===== src/inc/spi_cs_master_regs.vh =====
// register offsets, field positions, reset values and fixed settings of the clock-stop spi master
`ifndef SPI_CS_MASTER_REGS_VH
`define SPI_CS_MASTER_REGS_VH

// ----------------------------------------------------------------------
// register byte offsets (one 32-bit word each)
// ----------------------------------------------------------------------
`define OFS_CTRL            8'h00
`define OFS_STATUS          8'h04
`define OFS_TXDATA          8'h08
`define OFS_RXDATA          8'h0c

// ----------------------------------------------------------------------
// control register fields
// ----------------------------------------------------------------------
`define CTRL_STOP_LSB       0
`define CTRL_STOP_MSB       1
`define CTRL_CPOL_BIT       2
`define CTRL_TXSP_BIT       3
`define CTRL_RXSP_BIT       4
`define CTRL_TXCS_BIT       5
`define CTRL_TXSS_BIT       6
`define CTRL_RXCS_BIT       7
`define CTRL_RXSS_BIT       8
`define CTRL_DIV_LSB        16
`define CTRL_DIV_MSB        23

// ----------------------------------------------------------------------
// status register fields
// ----------------------------------------------------------------------
`define STAT_BUSY_BIT       0
`define STAT_TXFULL_BIT     1
`define STAT_RXVALID_BIT    2
`define STAT_OVERRUN_BIT    3

// ----------------------------------------------------------------------
// reset values
// ----------------------------------------------------------------------
`define RST_STOP            2'h0
`define RST_CPOL            1'h0
`define RST_DIV             8'h01

// ----------------------------------------------------------------------
// fixed master settings (read-only in the control register)
// ----------------------------------------------------------------------
`define FIX_TX_SYNC_POL     1'h1
`define FIX_RX_SYNC_POL     1'h1
`define FIX_TX_CLK_SRC      1'h1
`define FIX_TX_SYNC_SRC     1'h1
`define FIX_RX_CLK_SRC      1'h0
`define FIX_RX_SYNC_SRC     1'h0

`endif


===== src/design/word_buffer.v =====
// two-entry word buffer with valid/ready on both sides
`timescale 1ns/1ps

module word_buffer #(
    parameter WIDTH = 8,
    parameter DEPTH = 2,
    parameter AW    = 1
) (
    input  wire             clk_i,
    input  wire             rst_i,
    input  wire             in_valid_i,
    output wire             in_ready_o,
    input  wire [WIDTH-1:0] in_data_i,
    output wire             out_valid_o,
    input  wire             out_ready_i,
    output wire [WIDTH-1:0] out_data_o
);

    // ------------------------------------------------------------------
    // storage and pointers
    // ------------------------------------------------------------------
    reg [WIDTH-1:0] mem_ff [0:DEPTH-1]; // word slots
    reg [AW-1:0]    wr_ptr_ff;          // next slot to fill
    reg [AW-1:0]    rd_ptr_ff;          // oldest slot
    reg [AW:0]      count_ff;           // words held

    wire push = in_valid_i & in_ready_o;
    wire pop  = out_valid_o & out_ready_i;

    // full and empty come straight from the count, so they never lie
    assign in_ready_o  = (count_ff != DEPTH[AW:0]);
    assign out_valid_o = (count_ff != {(AW+1){1'b0}});
    assign out_data_o  = mem_ff[rd_ptr_ff];

    // ------------------------------------------------------------------
    // pointer and count update
    // ------------------------------------------------------------------
    always @(posedge clk_i) begin
        if (rst_i) begin
            wr_ptr_ff <= {AW{1'b0}};
            rd_ptr_ff <= {AW{1'b0}};
            count_ff  <= {(AW+1){1'b0}};
        end else begin
            // pointers wrap at the depth, not at a power of two
            if (push) begin
                wr_ptr_ff <= (wr_ptr_ff == DEPTH[AW-1:0] - 1'b1) ? {AW{1'b0}} : wr_ptr_ff + 1'b1;
            end
            if (pop) begin
                rd_ptr_ff <= (rd_ptr_ff == DEPTH[AW-1:0] - 1'b1) ? {AW{1'b0}} : rd_ptr_ff + 1'b1;
            end
            if (push & ~pop) begin
                count_ff <= count_ff + 1'b1;
            end else if (pop & ~push) begin
                count_ff <= count_ff - 1'b1;
            end
        end
    end

    // data slots need no reset: a slot is only read once written
    always @(posedge clk_i) begin
        if (push) begin
            mem_ff[wr_ptr_ff] <= in_data_i;
        end
    end

endmodule


===== src/design/spi_cs_master.v =====
// clock-stop spi master with wishbone register slave
//
// Decided for this implementation: the Wishbone slave port and the register offsets.
`timescale 1ns/1ps
`include "spi_cs_master_regs.vh"

// Behaviour
// serial clock period is (1+divide)*2 source cycles
// low phase per odd/zero or even divide
// high phase per odd/zero or even divide
// slave enable is inverted, active low
// tx clock/sync internal, rx sources external
// enable low before first clock edge
// stop 10b, pol 0: launch after rising
// stop 11b, pol 0: launch falling, early bit
// stop 10b, pol 1: launch falling, sample rising
// stop 11b, pol 1: sample falling, early bit
// data released on edge ending last bit
// stop 10b, pol 0: sample on falling
// idle clock at polarity, enable high
// slave shifts opposite edge while enabled
module spi_cs_master #(
    parameter WORD_BITS = 8
) (
    input  wire        REF_CLK_I,
    input  wire        SYS_RST_I,
    input  wire        WB_CYC_I,
    input  wire        WB_STB_I,
    input  wire        WB_WE_I,
    input  wire [7:0]  WB_ADR_I,
    input  wire [31:0] WB_DAT_I,
    input  wire [3:0]  WB_SEL_I,
    output reg  [31:0] WB_DAT_O,
    output reg         WB_ACK_O,
    output reg         SERIAL_CLOCK_OUT_O,
    output reg         SLAVE_ENABLE_OUT_N_O,
    output reg         SERIAL_DATA_OUT_O,
    output reg         SERIAL_DATA_OUT_OE_N_O,
    input  wire        SERIAL_DATA_IN_I
);

    // ------------------------------------------------------------------
    // constants and state codes
    // ------------------------------------------------------------------
    localparam [7:0] LAST_EDGE = 2 * WORD_BITS - 1;  // index of final edge
    localparam [2:0] ST_IDLE   = 3'h0;               // waiting for a word
    localparam [2:0] ST_SHIFT  = 3'h1;               // setup phase and edges
    localparam [2:0] ST_HOLD   = 3'h2;               // enable held after data
    localparam [2:0] ST_GAP    = 3'h3;               // enable high before next

    // length of one clock phase in source cycles, minus one
    function [8:0] phase_len;
        input [7:0] div;
        input       lvl_high;
        begin
            if (div == 8'h00 || div[0]) begin
                phase_len = {1'b0, div};
            end else if (lvl_high) begin
                phase_len = {1'b0, div} + 9'h001;
            end else begin
                phase_len = {1'b0, div} - 9'h001;
            end
        end
    endfunction

    // ------------------------------------------------------------------
    // registers
    // ------------------------------------------------------------------
    reg [1:0]           stop_mode_ff;   // clock_stop_mode_field
    reg                 cpol_ff;        // tx_clock_polarity
    reg [7:0]           div_ff;         // clock_divide_value
    reg [WORD_BITS-1:0] rx_data_ff;     // last received word
    reg                 rx_valid_ff;    // unread word present
    reg                 overrun_ff;     // word lost to an unread one
    reg [2:0]           state_ff;       // transfer sequencer state
    reg [8:0]           cnt_ff;         // phase countdown
    reg [7:0]           edge_ff;        // edges done in this word
    reg                 early_ff;       // latched: first bit before first edge
    reg [7:0]           fdiv_ff;        // divide value latched per word
    reg [WORD_BITS-1:0] tx_shift_ff;    // outgoing bits, msb first
    reg [WORD_BITS-1:0] rx_shift_ff;    // incoming bits
    reg                 sdi_meta_ff;    // first synchroniser stage
    reg                 sdi_sync_ff;    // second synchroniser stage

    // ------------------------------------------------------------------
    // bus decode
    // ------------------------------------------------------------------
    wire                 req     = WB_CYC_I & WB_STB_I & ~WB_ACK_O;
    wire                 hit_ctl = (WB_ADR_I == `OFS_CTRL);
    wire                 hit_sta = (WB_ADR_I == `OFS_STATUS);
    wire                 hit_tx  = (WB_ADR_I == `OFS_TXDATA);
    wire                 hit_rx  = (WB_ADR_I == `OFS_RXDATA);
    wire                 tx_wr   = req & WB_WE_I & hit_tx & WB_SEL_I[0];
    wire                 buf_in_ready;
    wire                 buf_out_valid;
    wire [WORD_BITS-1:0] buf_out_data;
    // a full buffer holds off the ack, so the bus master stalls
    wire                 take    = req & (~tx_wr | buf_in_ready);
    wire                 rx_rd   = take & ~WB_WE_I & hit_rx;
    // a queued word counts as busy, so the one idle cycle between words never reads as done
    wire                 busy    = (state_ff != ST_IDLE) | buf_out_valid;
    // a new word is taken only with clock-stop enabled (field 1x)
    wire                 start   = (state_ff == ST_IDLE) & buf_out_valid & stop_mode_ff[1];

    // ------------------------------------------------------------------
    // transmit buffer
    // ------------------------------------------------------------------
    word_buffer #(
        .WIDTH (WORD_BITS),
        .DEPTH (2),
        .AW    (1)
    ) u_tx_buf (
        .clk_i       (REF_CLK_I),
        .rst_i       (SYS_RST_I),
        .in_valid_i  (tx_wr),
        .in_ready_o  (buf_in_ready),
        .in_data_i   (WB_DAT_I[WORD_BITS-1:0]),
        .out_valid_o (buf_out_valid),
        .out_ready_i (start),
        .out_data_o  (buf_out_data)
    );

    // ------------------------------------------------------------------
    // receive input synchroniser
    // ------------------------------------------------------------------
    always @(posedge REF_CLK_I) begin
        if (SYS_RST_I) begin
            sdi_meta_ff <= 1'b0;
            sdi_sync_ff <= 1'b0;
        end else begin
            sdi_meta_ff <= SERIAL_DATA_IN_I;
            sdi_sync_ff <= sdi_meta_ff;
        end
    end

    // ------------------------------------------------------------------
    // wishbone slave: writes, ack and read data
    // ------------------------------------------------------------------
    always @(posedge REF_CLK_I) begin
        if (SYS_RST_I) begin
            stop_mode_ff <= `RST_STOP;
            cpol_ff      <= `RST_CPOL;
            div_ff       <= `RST_DIV;
            WB_ACK_O     <= 1'b0;
            WB_DAT_O     <= 32'h0000_0000;
        end else begin
            // ack is a single pulse; it drops the cycle after it rose
            WB_ACK_O <= take;
            WB_DAT_O <= 32'h0000_0000;
            if (take & WB_WE_I & hit_ctl) begin
                if (WB_SEL_I[0]) begin
                    stop_mode_ff <= WB_DAT_I[`CTRL_STOP_MSB:`CTRL_STOP_LSB];
                    cpol_ff      <= WB_DAT_I[`CTRL_CPOL_BIT];
                end
                if (WB_SEL_I[2]) begin
                    div_ff <= WB_DAT_I[`CTRL_DIV_MSB:`CTRL_DIV_LSB];
                end
            end
            if (take & ~WB_WE_I) begin
                if (hit_ctl) begin
                    WB_DAT_O[`CTRL_STOP_MSB:`CTRL_STOP_LSB] <= stop_mode_ff;
                    WB_DAT_O[`CTRL_CPOL_BIT]                <= cpol_ff;
                    WB_DAT_O[`CTRL_TXSP_BIT]                <= `FIX_TX_SYNC_POL;
                    WB_DAT_O[`CTRL_RXSP_BIT]                <= `FIX_RX_SYNC_POL;
                    WB_DAT_O[`CTRL_TXCS_BIT]                <= `FIX_TX_CLK_SRC;
                    WB_DAT_O[`CTRL_TXSS_BIT]                <= `FIX_TX_SYNC_SRC;
                    WB_DAT_O[`CTRL_RXCS_BIT]                <= `FIX_RX_CLK_SRC;
                    WB_DAT_O[`CTRL_RXSS_BIT]                <= `FIX_RX_SYNC_SRC;
                    WB_DAT_O[`CTRL_DIV_MSB:`CTRL_DIV_LSB]   <= div_ff;
                end else if (hit_sta) begin
                    WB_DAT_O[`STAT_BUSY_BIT]    <= busy;
                    WB_DAT_O[`STAT_TXFULL_BIT]  <= ~buf_in_ready;
                    WB_DAT_O[`STAT_RXVALID_BIT] <= rx_valid_ff;
                    WB_DAT_O[`STAT_OVERRUN_BIT] <= overrun_ff;
                end else if (hit_rx) begin
                    WB_DAT_O[WORD_BITS-1:0] <= rx_data_ff;
                end
                // unmapped addresses answer with zero
            end
        end
    end

    // ------------------------------------------------------------------
    // transfer sequencer: clock divider, enable, shift and sample
    // ------------------------------------------------------------------
    wire last_edge = (edge_ff == LAST_EDGE);
    // in 11b the first bit leads, so odd edges launch; in 10b even ones do
    wire launch_e  = early_ff ? edge_ff[0] : ~edge_ff[0];
    wire [WORD_BITS-1:0] rx_word = {rx_shift_ff[WORD_BITS-2:0], sdi_sync_ff};
    wire word_done = (state_ff == ST_SHIFT) & (cnt_ff == 9'h000) & last_edge;

    always @(posedge REF_CLK_I) begin
        if (SYS_RST_I) begin
            state_ff               <= ST_IDLE;
            cnt_ff                 <= 9'h000;
            edge_ff                <= 8'h00;
            early_ff               <= 1'b0;
            fdiv_ff                <= `RST_DIV;
            tx_shift_ff            <= {WORD_BITS{1'b0}};
            rx_shift_ff            <= {WORD_BITS{1'b0}};
            SERIAL_CLOCK_OUT_O     <= `RST_CPOL;
            SLAVE_ENABLE_OUT_N_O   <= 1'b1;
            SERIAL_DATA_OUT_O      <= 1'b0;
            SERIAL_DATA_OUT_OE_N_O <= 1'b1;
        end else begin
            case (state_ff)
                ST_IDLE: begin
                    // clock parked at its idle level, slave deselected
                    SERIAL_CLOCK_OUT_O   <= cpol_ff;
                    SLAVE_ENABLE_OUT_N_O <= 1'b1;
                    if (start) begin
                        state_ff             <= ST_SHIFT;
                        edge_ff              <= 8'h00;
                        early_ff             <= stop_mode_ff[0];
                        fdiv_ff              <= div_ff;
                        // enable goes low a whole phase before the first edge
                        SLAVE_ENABLE_OUT_N_O <= 1'b0;
                        cnt_ff               <= phase_len(div_ff, cpol_ff);
                        if (stop_mode_ff[0]) begin
                            // first bit leads the first edge by one idle phase
                            SERIAL_DATA_OUT_O      <= buf_out_data[WORD_BITS-1];
                            SERIAL_DATA_OUT_OE_N_O <= 1'b0;
                            tx_shift_ff            <= buf_out_data << 1;
                        end else begin
                            tx_shift_ff <= buf_out_data;
                        end
                    end
                end
                ST_SHIFT: begin
                    if (cnt_ff != 9'h000) begin
                        cnt_ff <= cnt_ff - 9'h001;
                    end else begin
                        // toggle the clock; next phase length follows its new level
                        SERIAL_CLOCK_OUT_O <= ~SERIAL_CLOCK_OUT_O;
                        cnt_ff             <= phase_len(fdiv_ff, ~SERIAL_CLOCK_OUT_O);
                        edge_ff            <= edge_ff + 8'h01;
                        if (launch_e & ~last_edge) begin
                            // launch on the leading or trailing edge
                            SERIAL_DATA_OUT_O      <= tx_shift_ff[WORD_BITS-1];
                            SERIAL_DATA_OUT_OE_N_O <= 1'b0;
                            tx_shift_ff            <= tx_shift_ff << 1;
                        end
                        if (~launch_e) begin
                            // sample on the other edge
                            rx_shift_ff <= rx_word;
                        end
                        if (last_edge) begin
                            // the edge that closes the last bit frees the line
                            SERIAL_DATA_OUT_OE_N_O <= 1'b1;
                            state_ff               <= ST_HOLD;
                            cnt_ff                 <= phase_len(fdiv_ff, cpol_ff);
                        end
                    end
                end
                ST_HOLD: begin
                    // one idle-level phase with the slave still enabled
                    if (cnt_ff != 9'h000) begin
                        cnt_ff <= cnt_ff - 9'h001;
                    end else begin
                        SLAVE_ENABLE_OUT_N_O <= 1'b1;
                        state_ff             <= ST_GAP;
                        cnt_ff               <= phase_len(fdiv_ff, cpol_ff);
                    end
                end
                ST_GAP: begin
                    // keeps the deselect time at least one phase between words
                    if (cnt_ff != 9'h000) begin
                        cnt_ff <= cnt_ff - 9'h001;
                    end else begin
                        state_ff <= ST_IDLE;
                    end
                end
                default: begin
                    state_ff <= ST_IDLE;
                end
            endcase
        end
    end

    // ------------------------------------------------------------------
    // receive flags: a completing word beats a clearing read or write
    // ------------------------------------------------------------------
    always @(posedge REF_CLK_I) begin
        if (SYS_RST_I) begin
            rx_data_ff  <= {WORD_BITS{1'b0}};
            rx_valid_ff <= 1'b0;
            overrun_ff  <= 1'b0;
        end else begin
            if (rx_rd) begin
                rx_valid_ff <= 1'b0;
            end
            if (take & WB_WE_I & hit_sta & WB_SEL_I[0] & WB_DAT_I[`STAT_OVERRUN_BIT]) begin
                overrun_ff <= 1'b0;
            end
            if (word_done) begin
                // in 11b the final edge launches, so the shifter already holds all bits
                rx_data_ff  <= launch_e ? rx_shift_ff : rx_word;
                rx_valid_ff <= 1'b1;
                // the old word is overwritten; the read in this cycle still saw it
                if (rx_valid_ff & ~rx_rd) begin
                    overrun_ff <= 1'b1;
                end
            end
        end
    end

endmodule


===== config.mk =====
export PLATFORM = sky130hd
export DESIGN_NAME = spi_cs_master
export DESIGN_NICKNAME = d
export VERILOG_FILES = /design/src/design/word_buffer.v /design/src/design/spi_cs_master.v
export VERILOG_INCLUDE_DIRS = /design/src /design/src/inc
export SDC_FILE = /design/constraint.sdc
export NUM_CORES = 1
export LEC_CHECK = 0
export BUFFER_PORTS_ARGS = -buffer_cell sky130_fd_sc_hd__buf_2
export CAP_MARGIN = 20
export CORE_ASPECT_RATIO = 1.1
export CORE_UTILIZATION = 52
export CTS_CLUSTER_DIAMETER = 30
export DETAILED_ROUTE_END_ITERATION = 10
export PLACE_DENSITY = 0.77
export RECOVER_POWER = 50
export SYNTH_ARGS = -nofsm -noshare
export SYNTH_HDL_FRONTEND = slang
export SYNTH_SLANG_ARGS = --single-unit

===== constraint.sdc =====
create_clock -name REF_CLK_I -period 2.7 [get_ports REF_CLK_I]
set_clock_uncertainty 0.2 [all_clocks]
set_input_delay 0.27 -clock REF_CLK_I [delete_from_list [all_inputs] [get_ports REF_CLK_I]]
set_output_delay 0.27 -clock REF_CLK_I [all_outputs]
set_load 0.1 [all_outputs]

==> flow_summary.ini <==
[synth]
yosys_most_used_dff = sky130_fd_sc_hd__dfxtp_1
synth_top_area_share_pct = 32.55
synthTopCellsByArea = sky130_fd_sc_hd__dfxtp_1, sky130_fd_sc_hd__edfxtp_1, sky130_fd_sc_hd__mux2i_1
ys_types = 72
netlist_area_um2 = 5720
number_of_enable_flip_flop_cells_after_synthesis = 16
cell_type_with_the_largest_total_area_after_synthesis = sky130_fd_sc_hd__dfxtp_1
synth.ff_latch_count = 109
synth_seq_area_share_pct = 40.94
synth_async_sr_flop_share_pct = 0
avgSynthCellArea_um2 = 8.615
synth_cells = 664
synth_warnings = 0

[routing]
drt_iter0_markers = 393
dr.pass1.iters = 5
avgViaCountPerCell = 5.714
routed-via-count = 5028
detail_route.wirelength_um = 14060
wl_per_cell_um = 15.97
final_antenna_net_count = 0
drc = 0

[die]
dieArea_um2 = 11430
pin_count = 87
die_height_um = 112.0
fp.coreArea_um2 = 10540
die_width_um = 102.0
initial_utilization_pct = 54.27
placement_rows = 39

[worst_setup_path]
cp_max_fo = 7
cpMaxStageDelayCell = sky130_fd_sc_hd__nand3_1
crit_type = register to register
critical_path.cell_chain = inv_1 > ha_1 > nor2b_1 > nand3_1 > a21oi_2 > o21ai_0 > a31oi_1 > o21ai_0 > a31o_2
critical_path_arrival_ns = 2.59
worst_setup_path_start_kind = register
endpoint_kind = register
cp.required_ns = 2.74
critical-path-max-stage-delay_ns = 0.37
worst_path_most_repeated_cell = sky130_fd_sc_hd__o21ai_0

[final_layout]
area.growth.synth_to_final_pct = 14.59
post_route_cells_drive_above_1_share_pct = 10.72
finalNonFillerCells = 880
ant_cells = 0
nFillCells = 943
final_net_count = 799
layout_common_cells = sky130_fd_sc_hd__dfxtp_1, sky130_fd_sc_hd__nor2_1, sky130_fd_sc_hd__nand2_1, sky130_fd_sc_hd__mux2i_1, sky130_fd_sc_hd__a21oi_1
final_area_um2 = 6555
most_common_library_cell_in_the_layout_ignoring_fill_and_taps = sky130_fd_sc_hd__dfxtp_1

[timing]
grt_setup_unrepaired = yes
finalCritPeriodShare_pct = 94.42
fmax_mhz = 392.3
final.min_clock_period_ns = 2.549
setup-violations-final = 0
tightest_slew_ns = 1.212
timing.max_slew.rel_slack_pct = 19.56
final-max-slew-violation-count = 0
hold_viol = 0

[placement]
placedInstanceArea_um2 = 6137
detailedPlacementHpwl_um = 10110
gp_congestion = 0.9033
dp_cells = 847
io_buffers = 52

[grt]
grt-ovfl-total = 0
grt_use_total_pct = 25.75
antenna_violations_before_repair = 0
via_count_of_the_first_global_routing_pass = 4926
grt_pass1_wl_um = 23150
grt_start_max_net_pins = 55

[clock_tree]
cts_setup_buffers = 0
insertion_delay_ns = 0.35
cts_tree = built
ctsHtreeMaxLevel = 3
cts.sinks = 109
cts-root-to-sink-buffers = 2
number_of_buffers_created_by_cts = 9
cts_root_buffer = sky130_fd_sc_hd__clkbuf_16
cts.reportedPaths.clkPinSlew_ns = 0.08

[pwr]
power_density_nw_per_um2 = 661.1
static-leakage-power_nw = 2.431
peak_ir_drop_on_the_vdd_network_v = 0.0005049

[job]
max_cap_viol_count = 0

[status]
run_status = completed

[worst_hold_path]
hold_class = input pin to register
## metrics by stage
step / util, % / setup TNS, ns / setup WS (ns) / power [mW] / hold WS [ns]
after global routing: 62.19 / -0.008029 / -0.007991 / 4.542 / 0.05659
after floorplan: - / 0 / 0.04750 / 2.737 / 0.1689
after global placement: 58.23 / 0 / 0.1781 / 3.006 / 0.2162
after detailed placement: 58.23 / 0 / 0.1117 / 3.040 / 0.2305
after CTS: 62.54 / 0 / 0.1065 / 4.309 / 0.02942
final: 62.19 / 0 / 0.1506 / 4.334 / 0.03487
## synthesized netlist by cell type, types with 4 or more instances
master                      n
sky130_fd_sc_hd__a211oi_1  13
sky130_fd_sc_hd__a21oi_1   36
sky130_fd_sc_hd__a311oi_1   7
sky130_fd_sc_hd__a31oi_1    8
sky130_fd_sc_hd__and2_1    13
sky130_fd_sc_hd__and3_1     5
sky130_fd_sc_hd__buf_4     17
sky130_fd_sc_hd__clkbuf_1  30
sky130_fd_sc_hd__dfxtp_1   93
sky130_fd_sc_hd__edfxtp_1  16
sky130_fd_sc_hd__ha_1      16
sky130_fd_sc_hd__inv_1     17
sky130_fd_sc_hd__mux2i_1   42
sky130_fd_sc_hd__nand2_1   77
sky130_fd_sc_hd__nand3_1   23
sky130_fd_sc_hd__nor2_1    83
sky130_fd_sc_hd__nor2b_1    5
sky130_fd_sc_hd__nor3_1    16
sky130_fd_sc_hd__nor3b_1    4
sky130_fd_sc_hd__o211ai_1   7
sky130_fd_sc_hd__o21a_1     4
sky130_fd_sc_hd__o21ai_0   22
sky130_fd_sc_hd__o22ai_1    6
sky130_fd_sc_hd__xnor2_1   10
sky130_fd_sc_hd__xor2_1    15
## worst paths after layout
path | cells past startpoint | startpoint | end | slack, ns
setup / recovery | 9 | cnt_ff[1] | cnt_ff[7] | 0.15
hold / removal | 3 | WB_STB_I | WB_ACK_O | 0.03
setup reg to reg | 9 | cnt_ff[1] | cnt_ff[7] | 0.15
hold reg to reg | 1 | sdi_meta_ff | sdi_sync_ff | 0.24
## cell type report
class | instances | area [µm²] | share of cell area, %
multi-input cells | 500 | 3110 | 47.45
flip-flops and latches | 109 | 2342 | 35.73
repair buffers | 95 | 575.6 | 8.780
clock buffers | 10 | 229.0 | 3.493
well taps | 143 | 178.9 | 2.730
inverters | 17 | 63.81 | 0.9735
clock inverters | 6 | 55.05 | 0.8399
## routing by layer
metal	track usage [%]	wire (µm)	vias to the layer above	part of all wire (%)
met2	43.71	7009	157	50
met1	32.29	6096	2375	43
met5	0	0	-	0
met3	4.959	664	32	4.7
met4	8.857	286	0	2.0
li1	-	-	2464	-
## cell families (layout without fill, tap and decap cells)
logic type | Yosys count | in the layout | share of synthesized area, %
AND/OR/NAND/NOR | 261 | 261 | 21.79
AO/OA/AOI/OAI | 138 | 138 | 16.08
flip-flops | 109 | 109 | 40.94
buffers and inverters | 70 | 128 | 5.905
multiplexers | 43 | 43 | 7.546
XOR/XNOR | 25 | 25 | 3.828
adder cells (fa/ha/maj) | 17 | 17 | 3.849
other | 1 | 16 | 0.06555
## where the power goes
part | total (mW) | switching (mW) | internal [mW] | leakage (nW)
Clock | 1.29 | 0.638 | 0.648 | 0.135
Sequential | 1.79 | 0.0652 | 1.73 | 0.894
Combinational | 1.26 | 0.839 | 0.418 | 1.40
## what timing repair did
action | CTS | global route
endpoints found under the hold margin | 25 | 0
setup endpoints to repair | 0 | 8
gates resized for setup | 0 | 5
hold buffers | 17 | 0
## worst max-delay path: cells and delay by family, from the launching register on
| family | cells | cell delay (ns) |
|---|---|---|
| AOI/OAI and AO/OA | 5 | 0.98 |
| and+or+nand+nor | 2 | 0.68 |
| DFF | 1 | 0.34 |
| adders and majority gates | 1 | 0.18 |
| buffers and inverters | 1 | 0.06 |
## state kept, by name, summed over array words and instances (netlist names), 2 cells and up, named ones only
name	count
edge_ff	8
stop_mode_ff	2
u_tx_buf.count_ff	2
rx_shift_ff	8
fdiv_ff	8
rx_data_ff	8
WB_DAT_O	16
state_ff	2
u_tx_buf.mem_ff	16
tx_shift_ff	8
div_ff	8
cnt_ff	9
No activity file was read; power rests on OpenSTA's default activity.
